**config.mk**
```make
export PLATFORM = sky130hd
export DESIGN_NAME = pfwc_dev_flat
export DESIGN_NICKNAME = d
export VERILOG_FILES = /design/src/hdl/pfwc_pkg.sv /design/src/hdl/pfwc_if.sv /design/src/hdl/pfwc_dev.sv /design/src/flat_wrapper.sv
export VERILOG_INCLUDE_DIRS = /design/src /design/src/hdl
export SDC_FILE = /design/constraint.sdc
export NUM_CORES = 1
export LEC_CHECK = 0
export BUFFER_PORTS_ARGS = -buffer_cell sky130_fd_sc_hd__buf_2
export CAP_MARGIN = 20
export CORE_AREA = 8 8 322 324
export CTS_BUF_LIST = sky130_fd_sc_hd__clkbuf_16
export DETAILED_ROUTE_END_ITERATION = 12
export DIE_AREA = 0 0 330 332
export GPL_ROUTABILITY_DRIVEN = 0
export PLACE_DENSITY = 0.35
export SLEW_MARGIN = 20
export SYNTH_ARGS = -nofsm -noshare
export SYNTH_HDL_FRONTEND = slang
export SYNTH_SLANG_ARGS = --single-unit
```
**constraint.sdc**
```tcl
create_clock -name sys_clk_i -period 1.4 [get_ports sys_clk_i]
set_clock_uncertainty 0.1 [all_clocks]
set_input_delay 0.28 -clock sys_clk_i [delete_from_list [all_inputs] [get_ports sys_clk_i]]
set_output_delay 0.28 -clock sys_clk_i [all_outputs]
set_load 0.02 [all_outputs]
```
**src/hdl/pfwc_map.svh**
```systemverilog
// Purpose: Bit positions, codes and register offsets of the fabric word codec.
// Assumes: Included by bare name from both ends.
// Notes: Definitions only.
`ifndef PFWC_MAP_SVH
`define PFWC_MAP_SVH
`define PFWC_GRPS 4
`define PFWC_GRP_W 40
`define PFWC_WIDE_W 192
`define PFWC_K_LSB 32
`define PFWC_SYNC_LSB 32
`define PFWC_XSYNC_LSB 34
`define PFWC_BS_BIT 36
`define PFWC_SB_LSB 160
`define PFWC_SB_W 8
`define PFWC_SB_CALC 2'h0
`define PFWC_SB_FORCE 2'h1
`define PFWC_SB_FUNC 2'h2
`define PFWC_SB_RAW 2'h3
`define PFWC_REG_CTRL 8'h00
`define PFWC_REG_STAT 8'h04
`define PFWC_REG_MASK 8'h08
`define PFWC_REG_LAST 8'h0c
`define PFWC_CTRL_BYP 3
`define PFWC_CTRL_CODEC 2
`define PFWC_CTRL_RST 4'h0
`define PFWC_EV_RST 7'h00
`endif

```
**src/hdl/pfwc_pkg.sv**
```systemverilog
// Purpose: Types shared by both ends of the fabric word codec.
// Assumes: Nothing beyond the map header.
// Notes: Status codes follow the three-bit receive status layout.
package pfwc_pkg;
	typedef enum logic [5:0] {
		PFWC_CALC = 6'h01,
		PFWC_INV = 6'h02,
		PFWC_FPOS = 6'h04,
		PFWC_FNEG = 6'h08,
		PFWC_FUNC = 6'h10,
		PFWC_RAW = 6'h20
	} pfwc_disp_t;
	typedef enum logic [2:0] {
		PFWC_ST_OK = 3'h0,
		PFWC_ST_SKPADD = 3'h1,
		PFWC_ST_SKPRM = 3'h2,
		PFWC_ST_RXDET = 3'h3,
		PFWC_ST_DECERR = 3'h4,
		PFWC_ST_OVF = 3'h5,
		PFWC_ST_UNF = 3'h6,
		PFWC_ST_DISPERR = 3'h7
	} pfwc_st_t;
endpackage

```
**src/hdl/pfwc_if.sv**
```systemverilog
// Purpose: Fabric-side word link between user logic and the coding layer.
// Assumes: One clock shared by both ends.
// Notes: Octet lane for 8b/10b, wide word for 64b/66b and 128b/130b.
`timescale 1ns/10ps
`include "pfwc_map.svh"
interface pfwc_if;
	logic [7:0] tx_data;
	logic [1:0] tx_ctrl;
	logic [1:0] tx_sb;
	logic tx_valid;
	logic [7:0] rx_data;
	logic [1:0] rx_ctrl;
	logic [1:0] rx_sb;
	logic rx_valid;
	logic [`PFWC_WIDE_W-1:0] tx_wide;
	logic tx_wide_valid;
	logic [`PFWC_WIDE_W-1:0] rx_wide;
	logic rx_wide_valid;
	modport dev (
		input tx_data, tx_ctrl, tx_sb, tx_valid, tx_wide, tx_wide_valid,
		output rx_data, rx_ctrl, rx_sb, rx_valid, rx_wide, rx_wide_valid
	);
	modport fab (
		output tx_data, tx_ctrl, tx_sb, tx_valid, tx_wide, tx_wide_valid,
		input rx_data, rx_ctrl, rx_sb, rx_valid, rx_wide, rx_wide_valid
	);
endinterface

```
**src/hdl/pfwc_dev.sv**
```systemverilog
// Purpose: Coding-layer end of the fabric word codec.
// Assumes: Fabric end drives reserved positions to zero.
// Notes: Every output is registered; one cycle from link to user side.
// Operation
// - Each octet carries two control, two sideband bits.
// - Sideband 00: K flag, calculated or inverted disparity.
// - Sideband 01: K flag, forced positive or negative.
// - Sideband 10: disparity function bit and K flag.
// - Sideband 11: encoder bypass, ten-bit raw symbol.
// - Receive status 000 to 011, K on control0.
// - Receive status 100 to 111 flag errors.
// - Decoder bypass: raw symbol, sideband codes RXDET, OVF, UNF as 01 to 11, any other status as 00.
// - Wide word: four 40-bit groups, sideband octets.
// - Group bit 36 block start, 39:37 reserved.
// - Second group repeats layout at 40-bit offset.
// - Direct mode: sync header and extra sync header.
// - Codec mode: four K indicators per group.
`timescale 1ns/10ps
`include "pfwc_map.svh"
module pfwc_dev (
	// Clock and reset
	input wire logic sys_clk_i,
	input wire logic nrst_i,
	// Fabric link
	pfwc_if.dev lnk,
	// Configuration
	input wire logic dec_bypass_i,
	input wire logic codec_mode_i,
	// Encoder controls
	output logic [9:0] enc_sym_o,
	output logic enc_k_o,
	output logic enc_disp_o,
	output pfwc_pkg::pfwc_disp_t enc_mode_o,
	output logic enc_valid_o,
	// Decoder results
	input wire logic [9:0] dec_sym_i,
	input wire logic dec_k_i,
	input wire pfwc_pkg::pfwc_st_t dec_st_i,
	input wire logic dec_valid_i,
	// Wide transmit
	output logic [127:0] w_tx_data_o,
	output logic [15:0] w_tx_k_o,
	output logic [7:0] w_tx_sync_o,
	output logic [7:0] w_tx_xsync_o,
	output logic [3:0] w_tx_bs_o,
	output logic [31:0] w_tx_sb_o,
	output logic w_tx_valid_o,
	// Wide receive
	input wire logic [127:0] w_rx_data_i,
	input wire logic [15:0] w_rx_k_i,
	input wire logic [7:0] w_rx_sync_i,
	input wire logic [7:0] w_rx_xsync_i,
	input wire logic [3:0] w_rx_bs_i,
	input wire logic [31:0] w_rx_sb_i,
	input wire logic w_rx_valid_i
);
	logic [9:0] next_enc_sym;
	logic next_enc_k;
	logic next_enc_disp;
	pfwc_pkg::pfwc_disp_t next_enc_mode;
	logic [7:0] next_rx_data;
	logic [1:0] next_rx_ctrl;
	logic [1:0] next_rx_sb;
	logic [127:0] next_w_data;
	logic [15:0] next_w_k;
	logic [7:0] next_w_sync;
	logic [7:0] next_w_xsync;
	logic [3:0] next_w_bs;
	logic [31:0] next_w_sb;
	logic [`PFWC_WIDE_W-1:0] next_rx_wide;
	logic [7:0] rx_data;
	logic [1:0] rx_ctrl;
	logic [1:0] rx_sb;
	logic rx_valid;
	logic [`PFWC_WIDE_W-1:0] rx_wide;
	logic rx_wide_valid;
	wire [127:0] t_data;
	wire [15:0] t_k;
	wire [7:0] t_sync;
	wire [7:0] t_xsync;
	wire [3:0] t_bs;
	wire [31:0] t_sb;
	wire [`PFWC_WIDE_W-1:0] r_word;

	// Transmit octet: side bits select how the encoder treats the data.
	always_comb begin
		next_enc_sym = enc_sym_o;
		next_enc_k = enc_k_o;
		next_enc_disp = enc_disp_o;
		next_enc_mode = enc_mode_o;
		if (lnk.tx_valid) begin
			next_enc_sym = {2'h0, lnk.tx_data};
			next_enc_k = lnk.tx_ctrl[0];
			next_enc_disp = 1'b0;
			case (lnk.tx_sb)
				`PFWC_SB_CALC: begin
					next_enc_mode = lnk.tx_ctrl[1] ? pfwc_pkg::PFWC_INV : pfwc_pkg::PFWC_CALC;
				end
				`PFWC_SB_FORCE: begin
					next_enc_mode = lnk.tx_ctrl[1] ? pfwc_pkg::PFWC_FNEG : pfwc_pkg::PFWC_FPOS;
				end
				`PFWC_SB_FUNC: begin
					next_enc_mode = pfwc_pkg::PFWC_FUNC;
					next_enc_disp = lnk.tx_ctrl[1];
				end
				default: begin
					next_enc_mode = pfwc_pkg::PFWC_RAW;
					next_enc_sym = {lnk.tx_ctrl, lnk.tx_data};
					next_enc_k = 1'b0;
				end
			endcase
		end
	end

	// Receive octet: status code or raw symbol packed into the side bits.
	always_comb begin
		next_rx_data = rx_data;
		next_rx_ctrl = rx_ctrl;
		next_rx_sb = rx_sb;
		if (dec_valid_i) begin
			next_rx_data = dec_sym_i[7:0];
			if (dec_bypass_i) begin
				next_rx_ctrl = dec_sym_i[9:8];
				case (dec_st_i)
					pfwc_pkg::PFWC_ST_RXDET: next_rx_sb = 2'h1;
					pfwc_pkg::PFWC_ST_OVF: next_rx_sb = 2'h2;
					pfwc_pkg::PFWC_ST_UNF: next_rx_sb = 2'h3;
					default: next_rx_sb = 2'h0;
				endcase
			end else begin
				next_rx_ctrl = {dec_st_i[0], dec_k_i};
				next_rx_sb = dec_st_i[2:1];
			end
		end
	end

	genvar g;
	for (g = 0; g < `PFWC_GRPS; g++) begin : grp
		localparam int B = g * `PFWC_GRP_W;
		localparam int S = `PFWC_SB_LSB + g * `PFWC_SB_W;
		assign t_data[g*32 +: 32] = lnk.tx_wide[B +: 32];
		assign t_bs[g] = lnk.tx_wide[B + `PFWC_BS_BIT];
		assign t_k[g*4 +: 4] = codec_mode_i ? lnk.tx_wide[B + `PFWC_K_LSB +: 4] : 4'h0;
		assign t_sync[g*2 +: 2] = codec_mode_i ? 2'h0 : lnk.tx_wide[B + `PFWC_SYNC_LSB +: 2];
		assign t_xsync[g*2 +: 2] = codec_mode_i ? 2'h0 : lnk.tx_wide[B + `PFWC_XSYNC_LSB +: 2];
		assign t_sb[g*8 +: 8] = lnk.tx_wide[S +: `PFWC_SB_W];
		assign r_word[B +: 32] = w_rx_data_i[g*32 +: 32];
		assign r_word[B+32 +: 8] = {3'h0, w_rx_bs_i[g],
			codec_mode_i ? w_rx_k_i[g*4 +: 4] : {w_rx_xsync_i[g*2 +: 2], w_rx_sync_i[g*2 +: 2]}};
		assign r_word[S +: `PFWC_SB_W] = w_rx_sb_i[g*8 +: 8];
	end

	// Wide words hold their last value while no valid word arrives.
	always_comb begin
		next_w_data = w_tx_data_o;
		next_w_k = w_tx_k_o;
		next_w_sync = w_tx_sync_o;
		next_w_xsync = w_tx_xsync_o;
		next_w_bs = w_tx_bs_o;
		next_w_sb = w_tx_sb_o;
		next_rx_wide = rx_wide;
		if (lnk.tx_wide_valid) begin
			next_w_data = t_data;
			next_w_k = t_k;
			next_w_sync = t_sync;
			next_w_xsync = t_xsync;
			next_w_bs = t_bs;
			next_w_sb = t_sb;
		end
		if (w_rx_valid_i) begin
			next_rx_wide = r_word;
		end
	end

	always_ff @(posedge sys_clk_i) begin
		if (!nrst_i) begin
			enc_sym_o <= 10'h000;
			enc_k_o <= 1'b0;
			enc_disp_o <= 1'b0;
			enc_mode_o <= pfwc_pkg::PFWC_CALC;
			enc_valid_o <= 1'b0;
			rx_data <= 8'h00;
			rx_ctrl <= 2'h0;
			rx_sb <= 2'h0;
			rx_valid <= 1'b0;
			w_tx_data_o <= '0;
			w_tx_k_o <= 16'h0000;
			w_tx_sync_o <= 8'h00;
			w_tx_xsync_o <= 8'h00;
			w_tx_bs_o <= 4'h0;
			w_tx_sb_o <= 32'h00000000;
			w_tx_valid_o <= 1'b0;
			rx_wide <= '0;
			rx_wide_valid <= 1'b0;
		end else begin
			enc_sym_o <= next_enc_sym;
			enc_k_o <= next_enc_k;
			enc_disp_o <= next_enc_disp;
			enc_mode_o <= next_enc_mode;
			enc_valid_o <= lnk.tx_valid;
			rx_data <= next_rx_data;
			rx_ctrl <= next_rx_ctrl;
			rx_sb <= next_rx_sb;
			rx_valid <= dec_valid_i;
			w_tx_data_o <= next_w_data;
			w_tx_k_o <= next_w_k;
			w_tx_sync_o <= next_w_sync;
			w_tx_xsync_o <= next_w_xsync;
			w_tx_bs_o <= next_w_bs;
			w_tx_sb_o <= next_w_sb;
			w_tx_valid_o <= lnk.tx_wide_valid;
			rx_wide <= next_rx_wide;
			rx_wide_valid <= w_rx_valid_i;
		end
	end

	assign lnk.rx_data = rx_data;
	assign lnk.rx_ctrl = rx_ctrl;
	assign lnk.rx_sb = rx_sb;
	assign lnk.rx_valid = rx_valid;
	assign lnk.rx_wide = rx_wide;
	assign lnk.rx_wide_valid = rx_wide_valid;
endmodule

```
**src/flat_wrapper.sv**
```systemverilog
// flat-port wrapper written by rule: the top's interface ports become plain ports
module pfwc_dev_flat 
  (sys_clk_i, nrst_i, dec_bypass_i, codec_mode_i, enc_sym_o, enc_k_o, enc_disp_o, enc_mode_o, enc_valid_o, dec_sym_i, dec_k_i, dec_st_i, dec_valid_i, w_tx_data_o, w_tx_k_o, w_tx_sync_o, w_tx_xsync_o, w_tx_bs_o, w_tx_sb_o, w_tx_valid_o, w_rx_data_i, w_rx_k_i, w_rx_sync_i, w_rx_xsync_i, w_rx_bs_i, w_rx_sb_i, w_rx_valid_i, lnk_tx_data, lnk_tx_ctrl, lnk_tx_sb, lnk_tx_valid, lnk_tx_wide, lnk_tx_wide_valid, lnk_rx_data, lnk_rx_ctrl, lnk_rx_sb, lnk_rx_valid, lnk_rx_wide, lnk_rx_wide_valid);
  pfwc_if lnk_i ();
  input wire logic sys_clk_i;
  input wire logic nrst_i;
  input wire logic dec_bypass_i;
  input wire logic codec_mode_i;
  output logic [9:0] enc_sym_o;
  output logic enc_k_o;
  output logic enc_disp_o;
  output pfwc_pkg::pfwc_disp_t enc_mode_o;
  output logic enc_valid_o;
  input wire logic [9:0] dec_sym_i;
  input wire logic dec_k_i;
  input wire pfwc_pkg::pfwc_st_t dec_st_i;
  input wire logic dec_valid_i;
  output logic [127:0] w_tx_data_o;
  output logic [15:0] w_tx_k_o;
  output logic [7:0] w_tx_sync_o;
  output logic [7:0] w_tx_xsync_o;
  output logic [3:0] w_tx_bs_o;
  output logic [31:0] w_tx_sb_o;
  output logic w_tx_valid_o;
  input wire logic [127:0] w_rx_data_i;
  input wire logic [15:0] w_rx_k_i;
  input wire logic [7:0] w_rx_sync_i;
  input wire logic [7:0] w_rx_xsync_i;
  input wire logic [3:0] w_rx_bs_i;
  input wire logic [31:0] w_rx_sb_i;
  input wire logic w_rx_valid_i;
  input wire logic [$bits(lnk_i.tx_data)-1:0] lnk_tx_data;
  input wire logic [$bits(lnk_i.tx_ctrl)-1:0] lnk_tx_ctrl;
  input wire logic [$bits(lnk_i.tx_sb)-1:0] lnk_tx_sb;
  input wire logic [$bits(lnk_i.tx_valid)-1:0] lnk_tx_valid;
  input wire logic [$bits(lnk_i.tx_wide)-1:0] lnk_tx_wide;
  input wire logic [$bits(lnk_i.tx_wide_valid)-1:0] lnk_tx_wide_valid;
  output wire logic [$bits(lnk_i.rx_data)-1:0] lnk_rx_data;
  output wire logic [$bits(lnk_i.rx_ctrl)-1:0] lnk_rx_ctrl;
  output wire logic [$bits(lnk_i.rx_sb)-1:0] lnk_rx_sb;
  output wire logic [$bits(lnk_i.rx_valid)-1:0] lnk_rx_valid;
  output wire logic [$bits(lnk_i.rx_wide)-1:0] lnk_rx_wide;
  output wire logic [$bits(lnk_i.rx_wide_valid)-1:0] lnk_rx_wide_valid;
  assign lnk_i.tx_data = lnk_tx_data;
  assign lnk_i.tx_ctrl = lnk_tx_ctrl;
  assign lnk_i.tx_sb = lnk_tx_sb;
  assign lnk_i.tx_valid = lnk_tx_valid;
  assign lnk_i.tx_wide = lnk_tx_wide;
  assign lnk_i.tx_wide_valid = lnk_tx_wide_valid;
  assign lnk_rx_data = lnk_i.rx_data;
  assign lnk_rx_ctrl = lnk_i.rx_ctrl;
  assign lnk_rx_sb = lnk_i.rx_sb;
  assign lnk_rx_valid = lnk_i.rx_valid;
  assign lnk_rx_wide = lnk_i.rx_wide;
  assign lnk_rx_wide_valid = lnk_i.rx_wide_valid;
  pfwc_dev u_core (.sys_clk_i(sys_clk_i), .nrst_i(nrst_i), .lnk(lnk_i), .dec_bypass_i(dec_bypass_i), .codec_mode_i(codec_mode_i), .enc_sym_o(enc_sym_o), .enc_k_o(enc_k_o), .enc_disp_o(enc_disp_o), .enc_mode_o(enc_mode_o), .enc_valid_o(enc_valid_o), .dec_sym_i(dec_sym_i), .dec_k_i(dec_k_i), .dec_st_i(dec_st_i), .dec_valid_i(dec_valid_i), .w_tx_data_o(w_tx_data_o), .w_tx_k_o(w_tx_k_o), .w_tx_sync_o(w_tx_sync_o), .w_tx_xsync_o(w_tx_xsync_o), .w_tx_bs_o(w_tx_bs_o), .w_tx_sb_o(w_tx_sb_o), .w_tx_valid_o(w_tx_valid_o), .w_rx_data_i(w_rx_data_i), .w_rx_k_i(w_rx_k_i), .w_rx_sync_i(w_rx_sync_i), .w_rx_xsync_i(w_rx_xsync_i), .w_rx_bs_i(w_rx_bs_i), .w_rx_sb_i(w_rx_sb_i), .w_rx_valid_i(w_rx_valid_i));
endmodule
```
==> metrics, run 1 <==
status finished with violations; failing checks negative setup slack; Clk pin slew, worst setup/hold paths around 0.06 ns; Final #Nets slightly above 3,000; Post-Place Cells 3,488; Cell Pwr Density 1040 nW/um2; Max Cap Violations 0; total CTS buffers 51; CTS tree built; Setup-failing EPs final 410; router iterations before antenna repair 4; Setup CP Type reg2out; asr flop ratio synth 0; leakage power between 10 and 15 nW; RSZ-0062 raised after global routing true; first-pass GRT wire length 102,000 um; final core occ 0.309; Clock Tree Root clkbuf_16; initial DRC count roughly 280; post-route insts no fill 4,021; Max clock buf depth 3; Max VDD drop 0.859 mV; Synth Instances 1,413; CP Launch Type flop; Max FO, Critical Path 2; PortBufs 819; Core Box Area just under 100,000 um2; Hold Crit Class in2reg; slack of the critical path -0.0967 ns; CP endpoint lnk_rx_sb[1]; mean routed wirelength per cell 17.3 um; antenna-violating nets left 0; final instance area 30,600 um2; Routed WL 69,400 um; vias in the first global route about 16,000; area post-placement between 20,000 and 25,000 um2; register area share after synthesis 0.516; Most used DFF post-synth dfxtp_1; Power, Total approximately 32 mW; CP startpoint u_core.lnk.rx_sb[1]$_SDFFE_PN0P_; Final min period 1.50 ns; syn_area_per_cell 11.3 um2; setup slack at placement around 0.042 ns; initial antenna violation count 2; # clock sinks 410; Largest stage delay, worst path 0.37 ns; gr ovfl total 0; R2R Path Start u_core.lnk.rx_wide[62]$_SDFFE_PN0P_; DP HPWL around 53,000 um; number of synthesized flops with an enable pin 0; Post-Syn Area 15,900 um2; Vias 14,600; largest net degree at the start of global routing 53; DR vias/cell 3.64; critical path data arrival time around 1.1 ns; delay-heaviest family, CP flip-flops; FMAX around 670 MHz; drt drc 0; max-slew violations 0; R2R Path End u_core.lnk.rx_wide[62]$_SDFFE_PN0P_; synth warn 0; Final period util 1.07; synth unique cells 28; I/O pins 844; P&R area growth vs syn 92.6%; tightest hold margin 0.0665 ns; num rows 116; Crit path required time approximately 1 ns; Chip Height 332 um; setup TNS -18.30 ns; Worst-Skew Late Latency 0.61 ns; WP buf/inv 1; total global routing track utilization 0.120; die area 110,000 um2; Die W 330 um; Initial Util 0.161; ant diodes 0; cells along the critical path buf_6; slowest stage cell, crit path dfxtp_4; Worst path depth 1; share of layout cells above drive strength 1 0.506; H-Tree Depth 2; internal reg-to-reg setup slack 0.13 ns; Reg2Reg Depth 3; number of synthesized register bits 410; Critical Path End Type primary output; Hold Fails Final Rpt 0
[timing repair]
item / in CTS / in global routing
resized for setup: 1235 / 11
hold buffers: 419 / 0
pin swaps: 0 / 1
endpoints found under the hold margin: 407 / 0
setup endpoints to repair: 410 / 417
setup buffers: 10 / 12
[state kept, by name (all words and copies together), names as in the netlist, 8 cells and up]
name and flops:
u_core.w_tx_sync_o 8, u_core.w_tx_xsync_o 8, u_core.lnk.rx_wide 180, u_core.w_tx_data_o 128
u_core.enc_sym_o 10, u_core.w_tx_sb_o 32, u_core.w_tx_k_o 16, u_core.lnk.rx_data 8
[area by class of cell]
type                            count  area [um2]
Clock inverter                     41         295
Tap cell                         1298        1620
Timing Repair Buffer             1322       11800
Clock buffer                       51        1280
Multi-Input combinational cell    897        6860
Fill cell                       10200       68400
Sequential cell                   410        8740
Inverter                            2        7.51
[worst min-delay path by stage]
stage                                            startpoint                                 to  slack (ns)  cells past startpoint
after global placement       u_core.enc_disp_o$_SDFFE_PN0P_     u_core.enc_disp_o$_SDFFE_PN0P_        0.36                      2
final                                           dec_valid_i     u_core.lnk.rx_valid$_SDFF_PN0_        0.07                      2
after CTS                                       dec_valid_i     u_core.lnk.rx_valid$_SDFF_PN0_       0.008                      2
after floorplan                             lnk_tx_wide[32]    u_core.w_tx_k_o[0]$_SDFFE_PN0P_        0.34                      2
after global routing                            dec_valid_i     u_core.lnk.rx_valid$_SDFF_PN0_        0.02                      2
after detailed placement  u_core.enc_mode_o[0]$_SDFFE_PN1P_  u_core.enc_mode_o[0]$_SDFFE_PN1P_        0.35                      2
[cells by family after synthesis]
family                    share of synthesized area
DFF                                           0.516
other                                      0.000236
muxes                                         0.228
AOI/OAI and AO/OA                            0.0279
buffers and inverters                        0.0549
and+or+nand+nor                               0.172
xor gates and xnor gates                    0.00110
[power breakdown]
part | switching, mW | internal, mW
clock | 5.43 | 7.17
combinational | 2.72 | 3.49
sequential | 0.491 | 12.5
total | 8.65 | 23.1
[cell usage after synthesis, drive strengths merged, types with 2 or more instances]
cell type | n | area (um2)
nand2 | 5 | 18.8
nand3 | 2 | 10.0
inv | 2 | 7.51
buf | 70 | 693
a21boi | 6 | 45.0
o21a | 2 | 15.0
a21oi | 52 | 260
nand2b | 6 | 37.5
nor2b | 413 | 2580
mux2i | 362 | 3620
and2 | 7 | 43.8
clkbuf | 45 | 173
xnor2 | 2 | 17.5
o21ai | 19 | 95.1
dfxtp | 410 | 8210
nand4b | 2 | 17.5
[layout by cell type (no fill, tap or decap), types with 5 or more instances in the layout]
master	instances
a21boi_1	6
a21oi_1	52
and2_1	7
buf_12	23
buf_2	403
buf_4	61
buf_6	412
clkbuf_16	51
clkinv_1	13
clkinv_2	5
conb_1	12
dfxtp_2	404
dfxtp_4	6
dlygate4sd3_1	417
inv_1	16
mux2i_1	362
nand2_1	5
nand2b_1	6
nor2b_1	413
o21ai_0	19
[routing by layer]
| layer | up-vias | part of all wire | track usage |
|---|---|---|---|
| met1 | 6834 | 0.35 | 0.118 |
| li1 | 7201 | - | - |
| met2 | 480 | 0.53 | 0.228 |
| met3 | 125 | 0.073 | 0.0393 |
| met5 | - | 0.00033 | 0 |
| met4 | 4 | 0.040 | 0.0498 |
No activity file was read; power rests on OpenSTA's default activity.
==> run 2: changes to the inputs <==
BUFFER_PORTS_ARGS = -buffer_cell sky130_fd_sc_hd__buf_4   (was -buffer_cell sky130_fd_sc_hd__buf_2)
==> run 2 against run 1 <==
The flow still finishes with violations (negative setup slack). Sequential power about the same. Die area stayed put. Critical endpoint is now w_tx_data_o[16]. Register-to-register slack got worse by 0.08 ns. Clock power is 6% higher. Hold slack got worse by 0.0056 ns. Non-clock buffer count rose by 17.
==> metrics, run 2 (synthesis gave the netlist of run 1 again) <==
status finished with violations (unchanged); failing checks negative setup slack (unchanged); drt drc 0 (unchanged); largest net degree at the start of global routing 54 (was 53); flip-flop count of the largest register after layout 180 (unchanged); share of layout cells above drive strength 1 0.504 (was 0.506); Vias 14,700 (was 14,600); Max FO, Critical Path 2 (unchanged); slowest stage cell, crit path dfxtp_2 (was dfxtp_4); Biggest register u_core.lnk.rx_wide (unchanged); gr ovfl total 0 (unchanged); Power, Total 33.0 mW (was 31.8 mW); Worst path depth 1 (unchanged); initial DRC count 330 (was 275); critical path data arrival time 1.11 ns (was 1.12 ns); initial antenna violation count 0 (was 2); CTS tree built (unchanged); Chip Height 332 um (unchanged); PortBufs 819 (unchanged); Setup CP Type reg2out (unchanged); first-pass GRT wire length 107,000 um (was 102,000 um); Crit path required time 1.02 ns (about the same); I/O pins 844 (unchanged); Setup-failing EPs final 410 (unchanged); die area 110,000 um2 (unchanged); CP Launch Type flop (unchanged); vias in the first global route 16,400 (was 16,300); Worst-Skew Late Latency 0.61 ns (about the same); Clock Tree Root clkbuf_16 (unchanged); most frequent cells in the layout 461 x buf_4, 433 x dlygate4sd3_1, 413 x nor2b_1 (was 417 x dlygate4sd3_1, 413 x nor2b_1, 412 x buf_6); # clock sinks 410 (unchanged); H-Tree Depth 2 (unchanged); Die W 330 um (unchanged); mean routed wirelength per cell 18.3 um (was 17.3 um); Reg2Reg Depth 4 (was 3); Max VDD drop 0.818 mV (was 0.859 mV); delay-heaviest family, CP flip-flops (unchanged); hold path cells 3 (was 2); Max Cap Violations 0 (unchanged); Largest stage delay, worst path 0.35 ns (was 0.37 ns); Routed WL 74,000 um (was 69,400 um); final instance area 32,000 um2 (was 30,600 um2); slack of the critical path -0.0901 ns (was -0.0967 ns); P&R area growth vs syn 101% (was 92.6%); Hold Crit Class in2reg (unchanged); FMAX 671 MHz (was 668 MHz); Hold Fails Final Rpt 0 (unchanged); top flop regs u_core.lnk.rx_wide x180, u_core.w_tx_data_o x128, u_core.w_tx_sb_o x32 (unchanged); antenna-violating nets left 0 (unchanged); Final period util 1.06 (was 1.07); most common cell after layout, fill and taps aside buf_4 (was dlygate4sd3_1); Final #Nets 3,127 (was 3,106); cells along the critical path buf_6 (unchanged); leakage power 14.3 nW (was 13.8 nW); router iterations before antenna repair 4 (unchanged); DR vias/cell 3.64 (about the same); num rows 116 (unchanged); area post-placement 23,700 um2 (was 21,600 um2); DP HPWL 56,800 um (was 52,600 um); Cell Pwr Density 1030 nW/um2 (was 1040 nW/um2); Max clock buf depth 3 (unchanged); Core Box Area 99,000 um2 (unchanged); Critical Path End Type primary output (unchanged); Final min period 1.49 ns (was 1.50 ns); Initial Util 0.161 (unchanged); max-slew violations 0 (unchanged); total global routing track utilization 0.128 (was 0.120); Clk pin slew, worst setup/hold paths 0.05 ns (was 0.06 ns); RSZ-0062 raised after global routing true (unchanged); internal reg-to-reg setup slack 0.05 ns (was 0.13 ns); WP buf/inv 1 (unchanged); total CTS buffers 55 (was 51)
run 2: cell count changes in the layout (fill, tap and decap cells not counted), sizes merged:
cell / before / now
inv: 17 / 18
dlymetal6s4s: 2 / 0
diode: 0 / 1
clkbuf: 52 / 57
clkinvlp: 0 / 1
dlygate4sd3: 417 / 433
buf: 902 / 905
clkinv: 23 / 22
run 2: stage by stage:
step	setup TNS, ns	worst slack [ns]	util	instances	hold slack (ns)
floorplan	0	0.194	-	1424	0.341
global placement	0	0.0596	0.239	3485	0.359
detailed placement	-0.0118	-0.0118	0.239	3485	0.363
CTS	-50.68	-0.172	0.322	4034	0.000973
global route	-50.59	-0.166	0.323	4044	0.0252
finish	-19.43	-0.0901	0.323	4045	0.0609
run 2: repair_timing:
action	4_1_cts	5_1_grt
setup buffers	16	12
resized for setup	826	2
setup endpoints to repair	410	413
pin swaps	0	1
hold endpoints to repair	407	0
hold buffers	435	0
run 2: area by class of cell:
type | instances | area (um2)
fillers | 10300 | 67000
repair buffers | 1339 | 13100
flip-flops and latches | 410 | 8730
multi-input cells | 897 | 6860
well taps | 1298 | 1620
clock buffers | 56 | 1400
clock inverters | 42 | 278
inverters | 2 | 7.51
diodes | 1 | 2.50
run 2: per-layer routing:
layer  vias up  track usage  part of all wire
met5         -            0                 0
met4         0       0.0424             0.032
met2       476        0.249              0.54
met1      6866        0.123              0.35
met3       120       0.0461             0.079
li1       7257            -                 -
run 2: final timing paths:
check,from,end
max,u_core.w_tx_data_o[16]$_SDFFE_PN0P_,w_tx_data_o[16]
min,w_rx_valid_i,u_core.lnk.rx_wide[147]$_SDFFE_PN0P_
max reg2reg,u_core.lnk.rx_wide[61]$_SDFFE_PN0P_,u_core.lnk.rx_wide[61]$_SDFFE_PN0P_
min reg2reg,u_core.enc_k_o$_SDFFE_PN0P_,u_core.enc_k_o$_SDFFE_PN0P_
run 2: tightest hold or removal path, stage by stage:
cell and delay (ns):
buf_8 0.17, mux2i_1 0.19, nor2b_1 0.06
run 2: power by group:
group          leakage, nW  total (mW)  internal, mW  switching [mW]
Sequential            3.53        13.0          12.5           0.485
Combinational         9.91        6.69          3.87            2.83
Clock                0.874        13.3          7.72            5.58
